## config.mk

```make
export PLATFORM = sky130hd
export DESIGN_NAME = fst_core
export DESIGN_NICKNAME = d
export VERILOG_FILES = /design/src/fst_core_unused_guard.sv /design/src/fst_pkg.sv /design/src/fst_core.sv
export SDC_FILE = /design/constraint.sdc
export NUM_CORES = 2
export LEC_CHECK = 0
export CAP_MARGIN = 25
export CORE_UTILIZATION = 55
export DETAILED_ROUTE_END_ITERATION = 16
export DONT_BUFFER_PORTS = 1
export PLACE_DENSITY_LB_ADDON = 0.08
export SLEW_MARGIN = 15
export SYNTH_ARGS = -nofsm -noshare
export SYNTH_HDL_FRONTEND = slang
export SYNTH_SLANG_ARGS = --single-unit
export TNS_END_PERCENT = 5
```

## constraint.sdc

```tcl
create_clock -name clk -period 27 [get_ports clk]
set_input_delay 5.4 -clock clk [delete_from_list [all_inputs] [get_ports clk]]
set_output_delay 5.4 -clock clk [all_outputs]
set_load 0.03 [all_outputs]
```

## src/fst_core_unused_guard.sv

```systemverilog
// intentionally minimal: no additional logic lives outside fst_core
`default_nettype none
`default_nettype wire

```

## src/fst_pkg.sv

```systemverilog
// constants and encodings shared by the fpu status, tag and nan bookkeeping
`default_nettype none

package fst_pkg;

	// ----------------------------------------
	// widths of words and register contents
	// ----------------------------------------
	localparam int WORD_W = 16; // status, control and tag words
	localparam int EXT_W = 80; // extended-precision register contents
	localparam int TAG_W = 2; // one tag per data register
	localparam int NUM_DATA_REGS = 8; // depth of the data register stack
	localparam int OP_W = 4; // width of the operation code port

	// ----------------------------------------
	// status word field positions
	// ----------------------------------------
	localparam int SW_INVALID_BIT = 0; // invalid-operation flag
	localparam int SW_STACK_FAULT_BIT = 6; // stack-fault flag
	localparam int SW_CC0_BIT = 8; // condition code zero
	localparam int SW_CC1_BIT = 9; // condition code one
	localparam int SW_CC2_BIT = 10; // condition code two
	localparam int SW_CC3_BIT = 14; // condition code three

	// ----------------------------------------
	// control word fields and reset value
	// ----------------------------------------
	localparam int CW_INVALID_MASK_BIT = 0; // masks the invalid-operation exception
	localparam int CW_INFINITY_BIT = 12; // infinity control, stored but ignored
	localparam logic [WORD_W-1:0] CW_RESET = 16'h037f; // control word after reset and init
	localparam logic [WORD_W-1:0] WORD_ZERO = 16'h0000; // cleared word

	// ----------------------------------------
	// tag codes
	// ----------------------------------------
	localparam logic [TAG_W-1:0] TAG_VALID = 2'h0; // normal finite value
	localparam logic [TAG_W-1:0] TAG_ZERO = 2'h1; // true zero
	localparam logic [TAG_W-1:0] TAG_SPECIAL = 2'h2; // nan, infinity, denormal, unsupported
	localparam logic [TAG_W-1:0] TAG_EMPTY = 2'h3; // empty location

	// ----------------------------------------
	// extended-precision field layout
	// ----------------------------------------
	localparam int EXP_MSB = 78; // top bit of the biased exponent
	localparam int EXP_LSB = 64; // bottom bit of the biased exponent
	localparam int INT_BIT = 63; // explicit integer bit
	localparam int QUIET_BIT = 62; // top fraction bit, set on a quiet nan
	localparam logic [14:0] EXP_ZERO = 15'h0000; // exponent of zeros and denormals
	localparam logic [14:0] EXP_MAX = 15'h7fff; // exponent of infinities and nans
	localparam logic [62:0] FRAC_ZERO = 63'h0; // empty fraction
	localparam logic [EXT_W-1:0] QUIET_NAN_INDEFINITE = 80'hffff_c000_0000_0000_0000; // default quiet nan
	localparam logic [EXT_W-1:0] EXT_ZERO = 80'h0; // cleared register contents

	// ----------------------------------------
	// operation codes presented by the instruction sequencer
	// ----------------------------------------
	typedef enum logic [OP_W-1:0] {
		OP_NONE = 4'h0, // idle
		OP_INIT = 4'h1, // unit initialize
		OP_PREM = 4'h2, // partial remainder
		OP_PREM_IEEE = 4'h3, // ieee partial remainder
		OP_PTAN = 4'h4, // partial tangent
		OP_ENV_LOAD = 4'h5, // environment load, tag word in op_word
		OP_STATE_RESTORE = 4'h6, // state restore, tag word in op_word
		OP_ENV_STORE = 4'h7, // environment store, tag word out
		OP_STATE_SAVE = 4'h8, // state save, tag word out
		OP_COMPARE = 4'h9, // compare, operand op_reg
		OP_INT_STORE = 4'ha, // integer store, operand op_reg
		OP_BCD_STORE = 4'hb, // packed decimal store, operand op_reg
		OP_ARITH = 4'hc, // arithmetic operand check, then result write
		OP_LOAD_RAW = 4'hd, // explicit software load of a register
		OP_STACK_FAULT = 4'he, // stack overflow (op_flag=1) or underflow
		OP_WRITE_CW = 4'hf // control word write from op_word
	} fst_op_e;

	// ----------------------------------------
	// operand classes taken from register contents
	// ----------------------------------------
	typedef enum logic [2:0] {
		CLS_ZERO = 3'h0,
		CLS_NORMAL = 3'h1,
		CLS_DENORMAL = 3'h2,
		CLS_INFINITY = 3'h3,
		CLS_QUIET_NAN = 3'h4,
		CLS_SIGNALLING_NAN = 3'h5,
		CLS_UNSUPPORTED = 3'h6
	} fst_class_e;

endpackage : fst_pkg

`default_nettype wire

```

## src/fst_core.sv

```systemverilog
// fp_status_word, control word, tag word and operand-class bookkeeping
`default_nettype none

module fst_core #(
	parameter int NUM_REGS = fst_pkg::NUM_DATA_REGS
) (
	// clock and reset
	input wire logic clk,
	input wire logic sys_rst,
	// operation request from the instruction sequencer
	input wire logic op_valid,
	input wire logic [fst_pkg::OP_W-1:0] op_code,
	input wire logic [2:0] op_reg,
	input wire logic [fst_pkg::EXT_W-1:0] op_data,
	input wire logic [fst_pkg::WORD_W-1:0] op_word,
	input wire logic op_flag,
	input wire logic [3:0] op_cc,
	// architectural words
	output logic [fst_pkg::WORD_W-1:0] fp_status_word,
	output logic [fst_pkg::WORD_W-1:0] fp_control_word,
	output logic [fst_pkg::WORD_W-1:0] fp_tag_word,
	output logic tag_word_valid,
	// operand check results
	output logic invalid_event,
	output logic invalid_unmasked,
	output logic [2:0] operand_class,
	// register read-back
	output logic [fst_pkg::EXT_W-1:0] reg_read_data,
	output logic affine_closure
);

	// ----------------------------------------
	// elaboration checks
	// ----------------------------------------
	// the tag word is exactly one two-bit tag per register
	if (NUM_REGS * fst_pkg::TAG_W != fst_pkg::WORD_W) begin : g_bad_regs
		$error("NUM_REGS must fill the 16-bit tag word");
	end

	// ----------------------------------------
	// classification helpers
	// ----------------------------------------
	// decide the class of an extended value from its bits alone
	function automatic fst_pkg::fst_class_e class_of(input logic [fst_pkg::EXT_W-1:0] v);
		logic [14:0] e;
		logic ib;
		logic [62:0] f;
		fst_pkg::fst_class_e c;
		e = v[fst_pkg::EXP_MSB:fst_pkg::EXP_LSB];
		ib = v[fst_pkg::INT_BIT];
		f = v[fst_pkg::INT_BIT-1:0];
		if (e == fst_pkg::EXP_ZERO) begin
			// zero or denormal; integer bit set is a pseudo-denormal, treated as denormal
			if (!ib && f == fst_pkg::FRAC_ZERO) begin
				c = fst_pkg::CLS_ZERO;
			end else begin
				c = fst_pkg::CLS_DENORMAL;
			end
		end else if (!ib) begin
			// pseudo-nan, pseudo-infinity, unnormal and pseudo-zero
			c = fst_pkg::CLS_UNSUPPORTED;
		end else if (e == fst_pkg::EXP_MAX) begin
			if (f == fst_pkg::FRAC_ZERO) begin
				c = fst_pkg::CLS_INFINITY;
			end else if (v[fst_pkg::QUIET_BIT]) begin
				c = fst_pkg::CLS_QUIET_NAN;
			end else begin
				c = fst_pkg::CLS_SIGNALLING_NAN;
			end
		end else begin
			c = fst_pkg::CLS_NORMAL;
		end
		return c;
	endfunction : class_of

	// tag code that matches a class
	function automatic logic [fst_pkg::TAG_W-1:0] tag_of(input fst_pkg::fst_class_e c);
		logic [fst_pkg::TAG_W-1:0] t;
		case (c)
			fst_pkg::CLS_ZERO: begin
				t = fst_pkg::TAG_ZERO;
			end
			fst_pkg::CLS_NORMAL: begin
				t = fst_pkg::TAG_VALID;
			end
			default: begin
				// nan, infinity, denormal and every unsupported encoding
				t = fst_pkg::TAG_SPECIAL;
			end
		endcase
		return t;
	endfunction : tag_of

	// make a value fit to be a result: quiet nans only, no unsupported encodings
	function automatic logic [fst_pkg::EXT_W-1:0] sanitize(input logic [fst_pkg::EXT_W-1:0] v);
		logic [fst_pkg::EXT_W-1:0] r;
		r = v;
		case (class_of(v))
			fst_pkg::CLS_SIGNALLING_NAN: begin
				r[fst_pkg::QUIET_BIT] = 1'b1;
			end
			fst_pkg::CLS_UNSUPPORTED: begin
				r = fst_pkg::QUIET_NAN_INDEFINITE;
			end
			default: begin
				r = v;
			end
		endcase
		return r;
	endfunction : sanitize

	// ----------------------------------------
	// state
	// ----------------------------------------
	logic [fst_pkg::EXT_W-1:0] data_reg [0:NUM_REGS-1]; // data register contents
	logic [NUM_REGS-1:0] empty; // per-register empty marks
	logic invalid_flag; // sticky invalid-operation flag
	logic stack_fault_flag; // sticky stack-fault flag
	logic cond_code_zero; // condition code zero
	logic cond_code_one; // condition code one
	logic cond_code_two; // condition code two
	logic cond_code_three; // condition code three
	logic [fst_pkg::WORD_W-1:0] control_reg; // stored control word

	// ----------------------------------------
	// operation decode
	// ----------------------------------------
	wire logic is_init = op_valid && op_code == fst_pkg::OP_INIT;
	wire logic is_prem = op_valid && (op_code == fst_pkg::OP_PREM ||
		op_code == fst_pkg::OP_PREM_IEEE);
	wire logic is_ptan = op_valid && op_code == fst_pkg::OP_PTAN;
	wire logic is_tag_load = op_valid && (op_code == fst_pkg::OP_ENV_LOAD ||
		op_code == fst_pkg::OP_STATE_RESTORE);
	wire logic is_tag_store = op_valid && (op_code == fst_pkg::OP_ENV_STORE ||
		op_code == fst_pkg::OP_STATE_SAVE);
	wire logic is_nan_strict = op_valid && (op_code == fst_pkg::OP_COMPARE ||
		op_code == fst_pkg::OP_INT_STORE || op_code == fst_pkg::OP_BCD_STORE);
	wire logic is_arith = op_valid && op_code == fst_pkg::OP_ARITH;
	wire logic is_load_raw = op_valid && op_code == fst_pkg::OP_LOAD_RAW;
	wire logic is_stack_fault = op_valid && op_code == fst_pkg::OP_STACK_FAULT;
	wire logic is_write_cw = op_valid && op_code == fst_pkg::OP_WRITE_CW;

	// ----------------------------------------
	// operand classification
	// ----------------------------------------
	// the operand's class comes from its bits; of the stored tag only the empty mark is consulted
	wire fst_pkg::fst_class_e op_class = class_of(data_reg[op_reg]);
	wire logic op_is_signalling_nan = op_class == fst_pkg::CLS_SIGNALLING_NAN;
	wire logic op_is_quiet_nan = op_class == fst_pkg::CLS_QUIET_NAN;
	wire logic op_is_unsupp = op_class == fst_pkg::CLS_UNSUPPORTED;
	wire logic op_present = !empty[op_reg];

	// signalling nans fault in arithmetic, compare and stores, quiet ones only for compare and stores
	wire logic nan_invalid = op_present && ((is_arith || is_nan_strict) && op_is_signalling_nan ||
		is_nan_strict && op_is_quiet_nan);
	// unsupported encodings fault in any arithmetic use
	wire logic unsupp_invalid = op_present && (is_arith || is_nan_strict) && op_is_unsupp;
	wire logic operand_invalid = nan_invalid || unsupp_invalid;
	wire logic raise_invalid = operand_invalid || is_stack_fault;
	wire logic invalid_masked = control_reg[fst_pkg::CW_INVALID_MASK_BIT];

	// ----------------------------------------
	// tag word recomputation
	// ----------------------------------------
	logic [fst_pkg::WORD_W-1:0] live_tags; // tags that match current contents

	// each tag is rebuilt from the register bits; empty marks give 11
	for (genvar i = 0; i < NUM_REGS; i++) begin : g_tags
		assign live_tags[i*fst_pkg::TAG_W +: fst_pkg::TAG_W] = empty[i] ?
			fst_pkg::TAG_EMPTY : tag_of(class_of(data_reg[i]));
	end

	// ----------------------------------------
	// next condition codes
	// ----------------------------------------
	logic next_cc0; // next condition code zero
	logic next_cc1; // next condition code one
	logic next_cc2; // next condition code two
	logic next_cc3; // next condition code three

	// condition-code update per operation
	always_comb begin
		next_cc0 = cond_code_zero;
		next_cc1 = cond_code_one;
		next_cc2 = cond_code_two;
		next_cc3 = cond_code_three;
		if (is_init) begin
			// initialize leaves a known state
			next_cc0 = 1'b0;
			next_cc1 = 1'b0;
			next_cc2 = 1'b0;
			next_cc3 = 1'b0;
		end else if (is_prem) begin
			if (op_flag) begin
				// incomplete reduction
				next_cc0 = 1'b0;
				next_cc1 = 1'b0;
				next_cc3 = 1'b0;
				next_cc2 = 1'b1;
			end else begin
				// complete: quotient bits from the datapath
				next_cc0 = op_cc[0];
				next_cc1 = op_cc[1];
				next_cc3 = op_cc[3];
				next_cc2 = 1'b0;
			end
		end else if (is_ptan) begin
			// code two flags an out-of-range operand
			next_cc2 = op_flag;
			next_cc1 = op_cc[1];
		end else if (is_stack_fault) begin
			// overflow sets code one, underflow clears it
			next_cc1 = op_flag;
		end else if (is_nan_strict && op_code == fst_pkg::OP_COMPARE) begin
			// compare result codes from the datapath
			next_cc0 = op_cc[0];
			next_cc2 = op_cc[2];
			next_cc3 = op_cc[3];
		end else begin
			// other operations keep the codes
			next_cc0 = cond_code_zero;
		end
	end

	// ----------------------------------------
	// status flags
	// ----------------------------------------
	// sticky flags: only initialize and hardware reset clear them, a set in the same cycle wins
	always_ff @(posedge clk or posedge sys_rst) begin
		if (sys_rst) begin
			invalid_flag <= 1'b0;
			stack_fault_flag <= 1'b0;
		end else begin
			invalid_flag <= raise_invalid || (invalid_flag && !is_init);
			stack_fault_flag <= is_stack_fault || (stack_fault_flag && !is_init);
		end
	end

	// condition codes, cleared by hardware reset
	always_ff @(posedge clk or posedge sys_rst) begin
		if (sys_rst) begin
			cond_code_zero <= 1'b0;
			cond_code_one <= 1'b0;
			cond_code_two <= 1'b0;
			cond_code_three <= 1'b0;
		end else begin
			cond_code_zero <= next_cc0;
			cond_code_one <= next_cc1;
			cond_code_two <= next_cc2;
			cond_code_three <= next_cc3;
		end
	end

	// ----------------------------------------
	// control word
	// ----------------------------------------
	// every bit including infinity control is stored as written
	always_ff @(posedge clk or posedge sys_rst) begin
		if (sys_rst) begin
			control_reg <= fst_pkg::CW_RESET;
		end else if (is_init) begin
			control_reg <= fst_pkg::CW_RESET;
		end else if (is_write_cw) begin
			control_reg <= op_word;
		end
	end

	// ----------------------------------------
	// empty marks
	// ----------------------------------------
	// loaded tags keep only empty or non-empty; writes mark a register full
	always_ff @(posedge clk or posedge sys_rst) begin
		if (sys_rst) begin
			empty <= '1;
		end else if (is_init) begin
			empty <= '1;
		end else if (is_tag_load) begin
			for (int i = 0; i < NUM_REGS; i++) begin
				empty[i] <= op_word[i*fst_pkg::TAG_W +: fst_pkg::TAG_W] ==
					fst_pkg::TAG_EMPTY;
			end
		end else if (is_load_raw || is_arith) begin
			empty[op_reg] <= 1'b0;
		end
	end

	// ----------------------------------------
	// data registers
	// ----------------------------------------
	// raw loads keep any encoding; arithmetic results are made quiet and supported
	always_ff @(posedge clk or posedge sys_rst) begin
		if (sys_rst) begin
			for (int i = 0; i < NUM_REGS; i++) begin
				data_reg[i] <= fst_pkg::EXT_ZERO;
			end
		end else if (is_load_raw) begin
			data_reg[op_reg] <= op_data;
		end else if (is_arith) begin
			data_reg[op_reg] <= operand_invalid && invalid_masked ?
				fst_pkg::QUIET_NAN_INDEFINITE : sanitize(op_data);
		end
	end

	// ----------------------------------------
	// outputs
	// ----------------------------------------
	// tag word image, captured on store operations
	always_ff @(posedge clk or posedge sys_rst) begin
		if (sys_rst) begin
			fp_tag_word <= fst_pkg::WORD_ZERO;
			tag_word_valid <= 1'b0;
		end else begin
			tag_word_valid <= is_tag_store;
			if (is_tag_store) begin
				fp_tag_word <= live_tags;
			end
		end
	end

	// exception pulses and operand class report
	always_ff @(posedge clk or posedge sys_rst) begin
		if (sys_rst) begin
			invalid_event <= 1'b0;
			invalid_unmasked <= 1'b0;
			operand_class <= fst_pkg::CLS_ZERO;
			reg_read_data <= fst_pkg::EXT_ZERO;
		end else begin
			invalid_event <= raise_invalid;
			invalid_unmasked <= raise_invalid && !invalid_masked;
			operand_class <= op_class;
			reg_read_data <= data_reg[op_reg];
		end
	end

	// status word image; unused bits read zero
	always_comb begin
		fp_status_word = fst_pkg::WORD_ZERO;
		fp_status_word[fst_pkg::SW_INVALID_BIT] = invalid_flag;
		fp_status_word[fst_pkg::SW_STACK_FAULT_BIT] = stack_fault_flag;
		fp_status_word[fst_pkg::SW_CC0_BIT] = cond_code_zero;
		fp_status_word[fst_pkg::SW_CC1_BIT] = cond_code_one;
		fp_status_word[fst_pkg::SW_CC2_BIT] = cond_code_two;
		fp_status_word[fst_pkg::SW_CC3_BIT] = cond_code_three;
	end

	// control word reads back as written; closure is affine whatever bit 12 says
	assign fp_control_word = control_reg;
	assign affine_closure = 1'b1;

endmodule : fst_core

`default_nettype wire

```

==> impl_metrics.toml <==
[cells_and_area]
layout.cells.non_filler = 3571
seq_area_um2 = 19300
fin_nets = 2780
multiInputGateArea_um2 = 14000
largest_reg_flops = 640
final_layout_size_suffix_gt1_frac = 0.150
final_util = 0.610
nFillCells = 4921
area_delta_synth_final_pct = 9.16

[worst_setup_path]
cp_max_fo = 117
r2r_cells = 10
r2r_slack_ns = 20.84
required_ns = 27.56
cpMostUsedCell = "buf_4"
crit_chain = "inv_2 > buf_4 > mux2_2 > or4bb_1 > nor4bb_1 > nand4_1 > o31ai_4 > a2111oi_4 > a211oi_4 > buf_4 > a22o_1"
cp_slowest_cell = "nor4bb_1"
r2r-start = "data_reg[18]"
worstReg2RegEnd = "data_reg[284]"
endpoint = "data_reg[284]"
worstSetupStartpointType = "primary input"
end_kind = "register"
worstSetupStartpoint = "op_reg[0]"
critPathArrivalTime_ns = 11.57
slowest_delay_ns = 0.93
setup.worst_path.class = "primary input to register"

[timing]
clock_skew_ns = 0.0252
slew_headroom = 0.183
fin_crit_sh = 0.408
finalSetupViolations = 0
max_freq_ghz = 0.0908
rsz0062_at_grt = "false"
finalSetupTns_ns = 0
finalHoldViolations = 0
tightestPinTransition_ns = 1.21
drv_slew = 0
fin_crit_ns = 11.01

[clocking]
h-tree-depth = 3
post_cts_resized = 0
cts_buffer_depth = 3
cts_root_buffer = "clkbuf_16"
clk_pin_slew_ns = 0.06
cts_tree = "yes"
clock_latency_ns = 0.64
cts_post_setup_buffers_inserted = 0
ctsHoldBuffers = 0
cts_buffers = 81
cts.sinks = 772

[synth]
async_reset_ff_frac = 1.00
ys_ff_latch = 772
yosys-top-cells-area = "dfrtp_1, a22o_1, mux4_2"
synth_edf_count = 0
synthFlopType = "dfrtp_1"
syn_area_um2 = 34700
synth_top_area_frac = 0.544
syn_inst = 2803
ys_types = 71
yosys_warnings = 0
yosysSeqAreaShare = 0.557
yosys.area.top_type = "dfrtp_1"
syn_avg_cell_area_um2 = 12.4

[global_route]
grt_use_total = 0.422
grt_max_degree = 185
grt_pass1_wl_um = 193000
globalRouteMet1Util = 0.587
grt_pass1_vias = 26000
antenna_found_initial = 6
gr-total-overflow = 0
gr-usage-met2 = 0.598
use_met3 = 0.153
grt-busiest-layer = "met2"

[drt]
first_pass_iters = 6
drt_iter0_markers = 4492
vias_per_cell = 7.65
via_count = 27300
ant_nets = 0
wirelength_um = 134000
drc_errors = 0
detail_route.wl_per_cell_um = 37.4

[run]
drv_cap = 0

[min_path]
hold_depth = 1
worstHoldPathType = "register to register"

[place]
gp_congestion = 1.01
dp_cells = 3409
io_buffers = 0
dp_hpwl_um = 88700

[floorplan]
die_area_um2 = 64100
rows = 91
core_um2 = 62100
start_util = 0.559
ioPinCount = 246
dieWidth_um = 253
die-height_um = 253

[pwr]
vdd_drop_max_mv = 0.0517
power.leakage_nw = 16.9
total_power_w = 0.00315
power_per_cell_area_nw_per_um2 = 83.1

[status]
status = "finished clean"
[through the flow]
stage / instance area, um^2 / setup slack (ns) / hold slack (ns)
floorplan: 34700 / 11.02 / 0.448
global placement: 34900 / 15.55 / 0.495
detailed placement: 35000 / 15.51 / 0.506
CTS: 37600 / 16.13 / 0.519
global route: 37900 / 16.17 / 0.528
finish: 37900 / 15.99 / 0.519
[worst max-delay path: cells and delay by family]
kind,cells,cell delay [ns]
muxes,1,0.48
and+or+nand+nor,3,1.85
buffers and inverters,3,1.63
AOI/OAI and AO/OA,4,1.84
[metal layers]
layer | share of wire | up-vias
met2 | 0.43 | 2216
met3 | 0.14 | 355
met1 | 0.37 | 14100
li1 | - | 10600
met4 | 0.049 | 4
met5 | 0.00020 | -
[placed cells by master, fill, tap and decap left out, drive strengths merged, types with 5 or more instances in the layout]
cell type  count
dfstp         17
mux2          45
clkbuf       123
nor4         190
clkinvlp       5
a21oi        125
nor2         169
a22oi          9
o22ai          5
clkinv        15
a221oi         7
a211oi         8
nor2b         10
nor3          19
o21ai         28
inv           50
nand2b         7
o41ai         10
a32o          63
mux4         130
nand3         45
and2           6
buf           57
a221o          7
or2            5
o22a          12
nand4         67
conb          11
a22o         446
o31ai          9
mux2i         48
a2bb2oi       15
and4           8
a31oi         24
dfrtp        755
nand2        138
[how the worst min path moves through the flow]
| stage | slack [ns] | end | from |
|---|---|---|---|
| 4_1_cts | 0.52 | data_reg[133] | data_reg[133] |
| 6_report | 0.52 | data_reg[104] | data_reg[104] |
| 5_1_grt | 0.53 | data_reg[133] | data_reg[133] |
| 3_3_place_gp | 0.50 | data_reg[133] | data_reg[133] |
| 2_1_floorplan | 0.45 | invalid_flag | invalid_flag |
| 3_5_place_dp | 0.51 | data_reg[133] | data_reg[133] |
[synthesized netlist by cell type, types with 4 or more instances]
cell       count
a2bb2oi_1     15
nor3_1        18
o41ai_1       10
and2_1         4
nand4_1       67
a22oi_1        9
a32o_1        63
inv_1         47
and3_1         4
a211oi_2       8
nand2_1      138
clkbuf_1     113
o22ai_1        5
nor2b_1       10
mux2i_1       48
dfrtp_1      755
o31ai_1        8
buf_1         48
nor2_1       169
a22o_1       446
a221oi_1       6
buf_2         77
nand3_1       45
o22a_1        12
mux2_2        44
dfstp_2       17
mux4_2       130
o2bb2ai_1      4
o21ai_0       28
nand2b_1       7
a21oi_1      125
a31oi_1       24
buf_4         42
or2_2          5
a221o_1        7
and4_1         8
nor4_1       189
[layout make-up]
cell class	count	area share
diodes	2	0.000132
clock buffers	122	0.0638
clock inverters	24	0.00591
inverters	49	0.00495
multi-input cells	1707	0.370
flip-flops and latches	772	0.511
well taps	837	0.0276
repair buffers	58	0.0170
[power by group]
part	leakage, nW	internal [W]	switching [W]
logic	5.43	0.000210	0.000269
clock network	1.29	0.000648	0.000474
registers	10.2	0.00132	0.000230
[cells by family (layout without fill, tap and decap cells)]
| kind of cell | count (synthesis) | in the layout | synth area share |
|---|---|---|---|
| mux | 223 | 223 | 0.113 |
| buf+inv | 333 | 253 | 0.0440 |
| flops | 772 | 772 | 0.557 |
| other cells | 2 | 13 | 0.000216 |
| xor+xnor | 2 | 2 | 0.000505 |
| simple gates | 681 | 681 | 0.100 |
| compound gates | 790 | 790 | 0.185 |
Note: power is estimated with default switching activity, not from simulation.
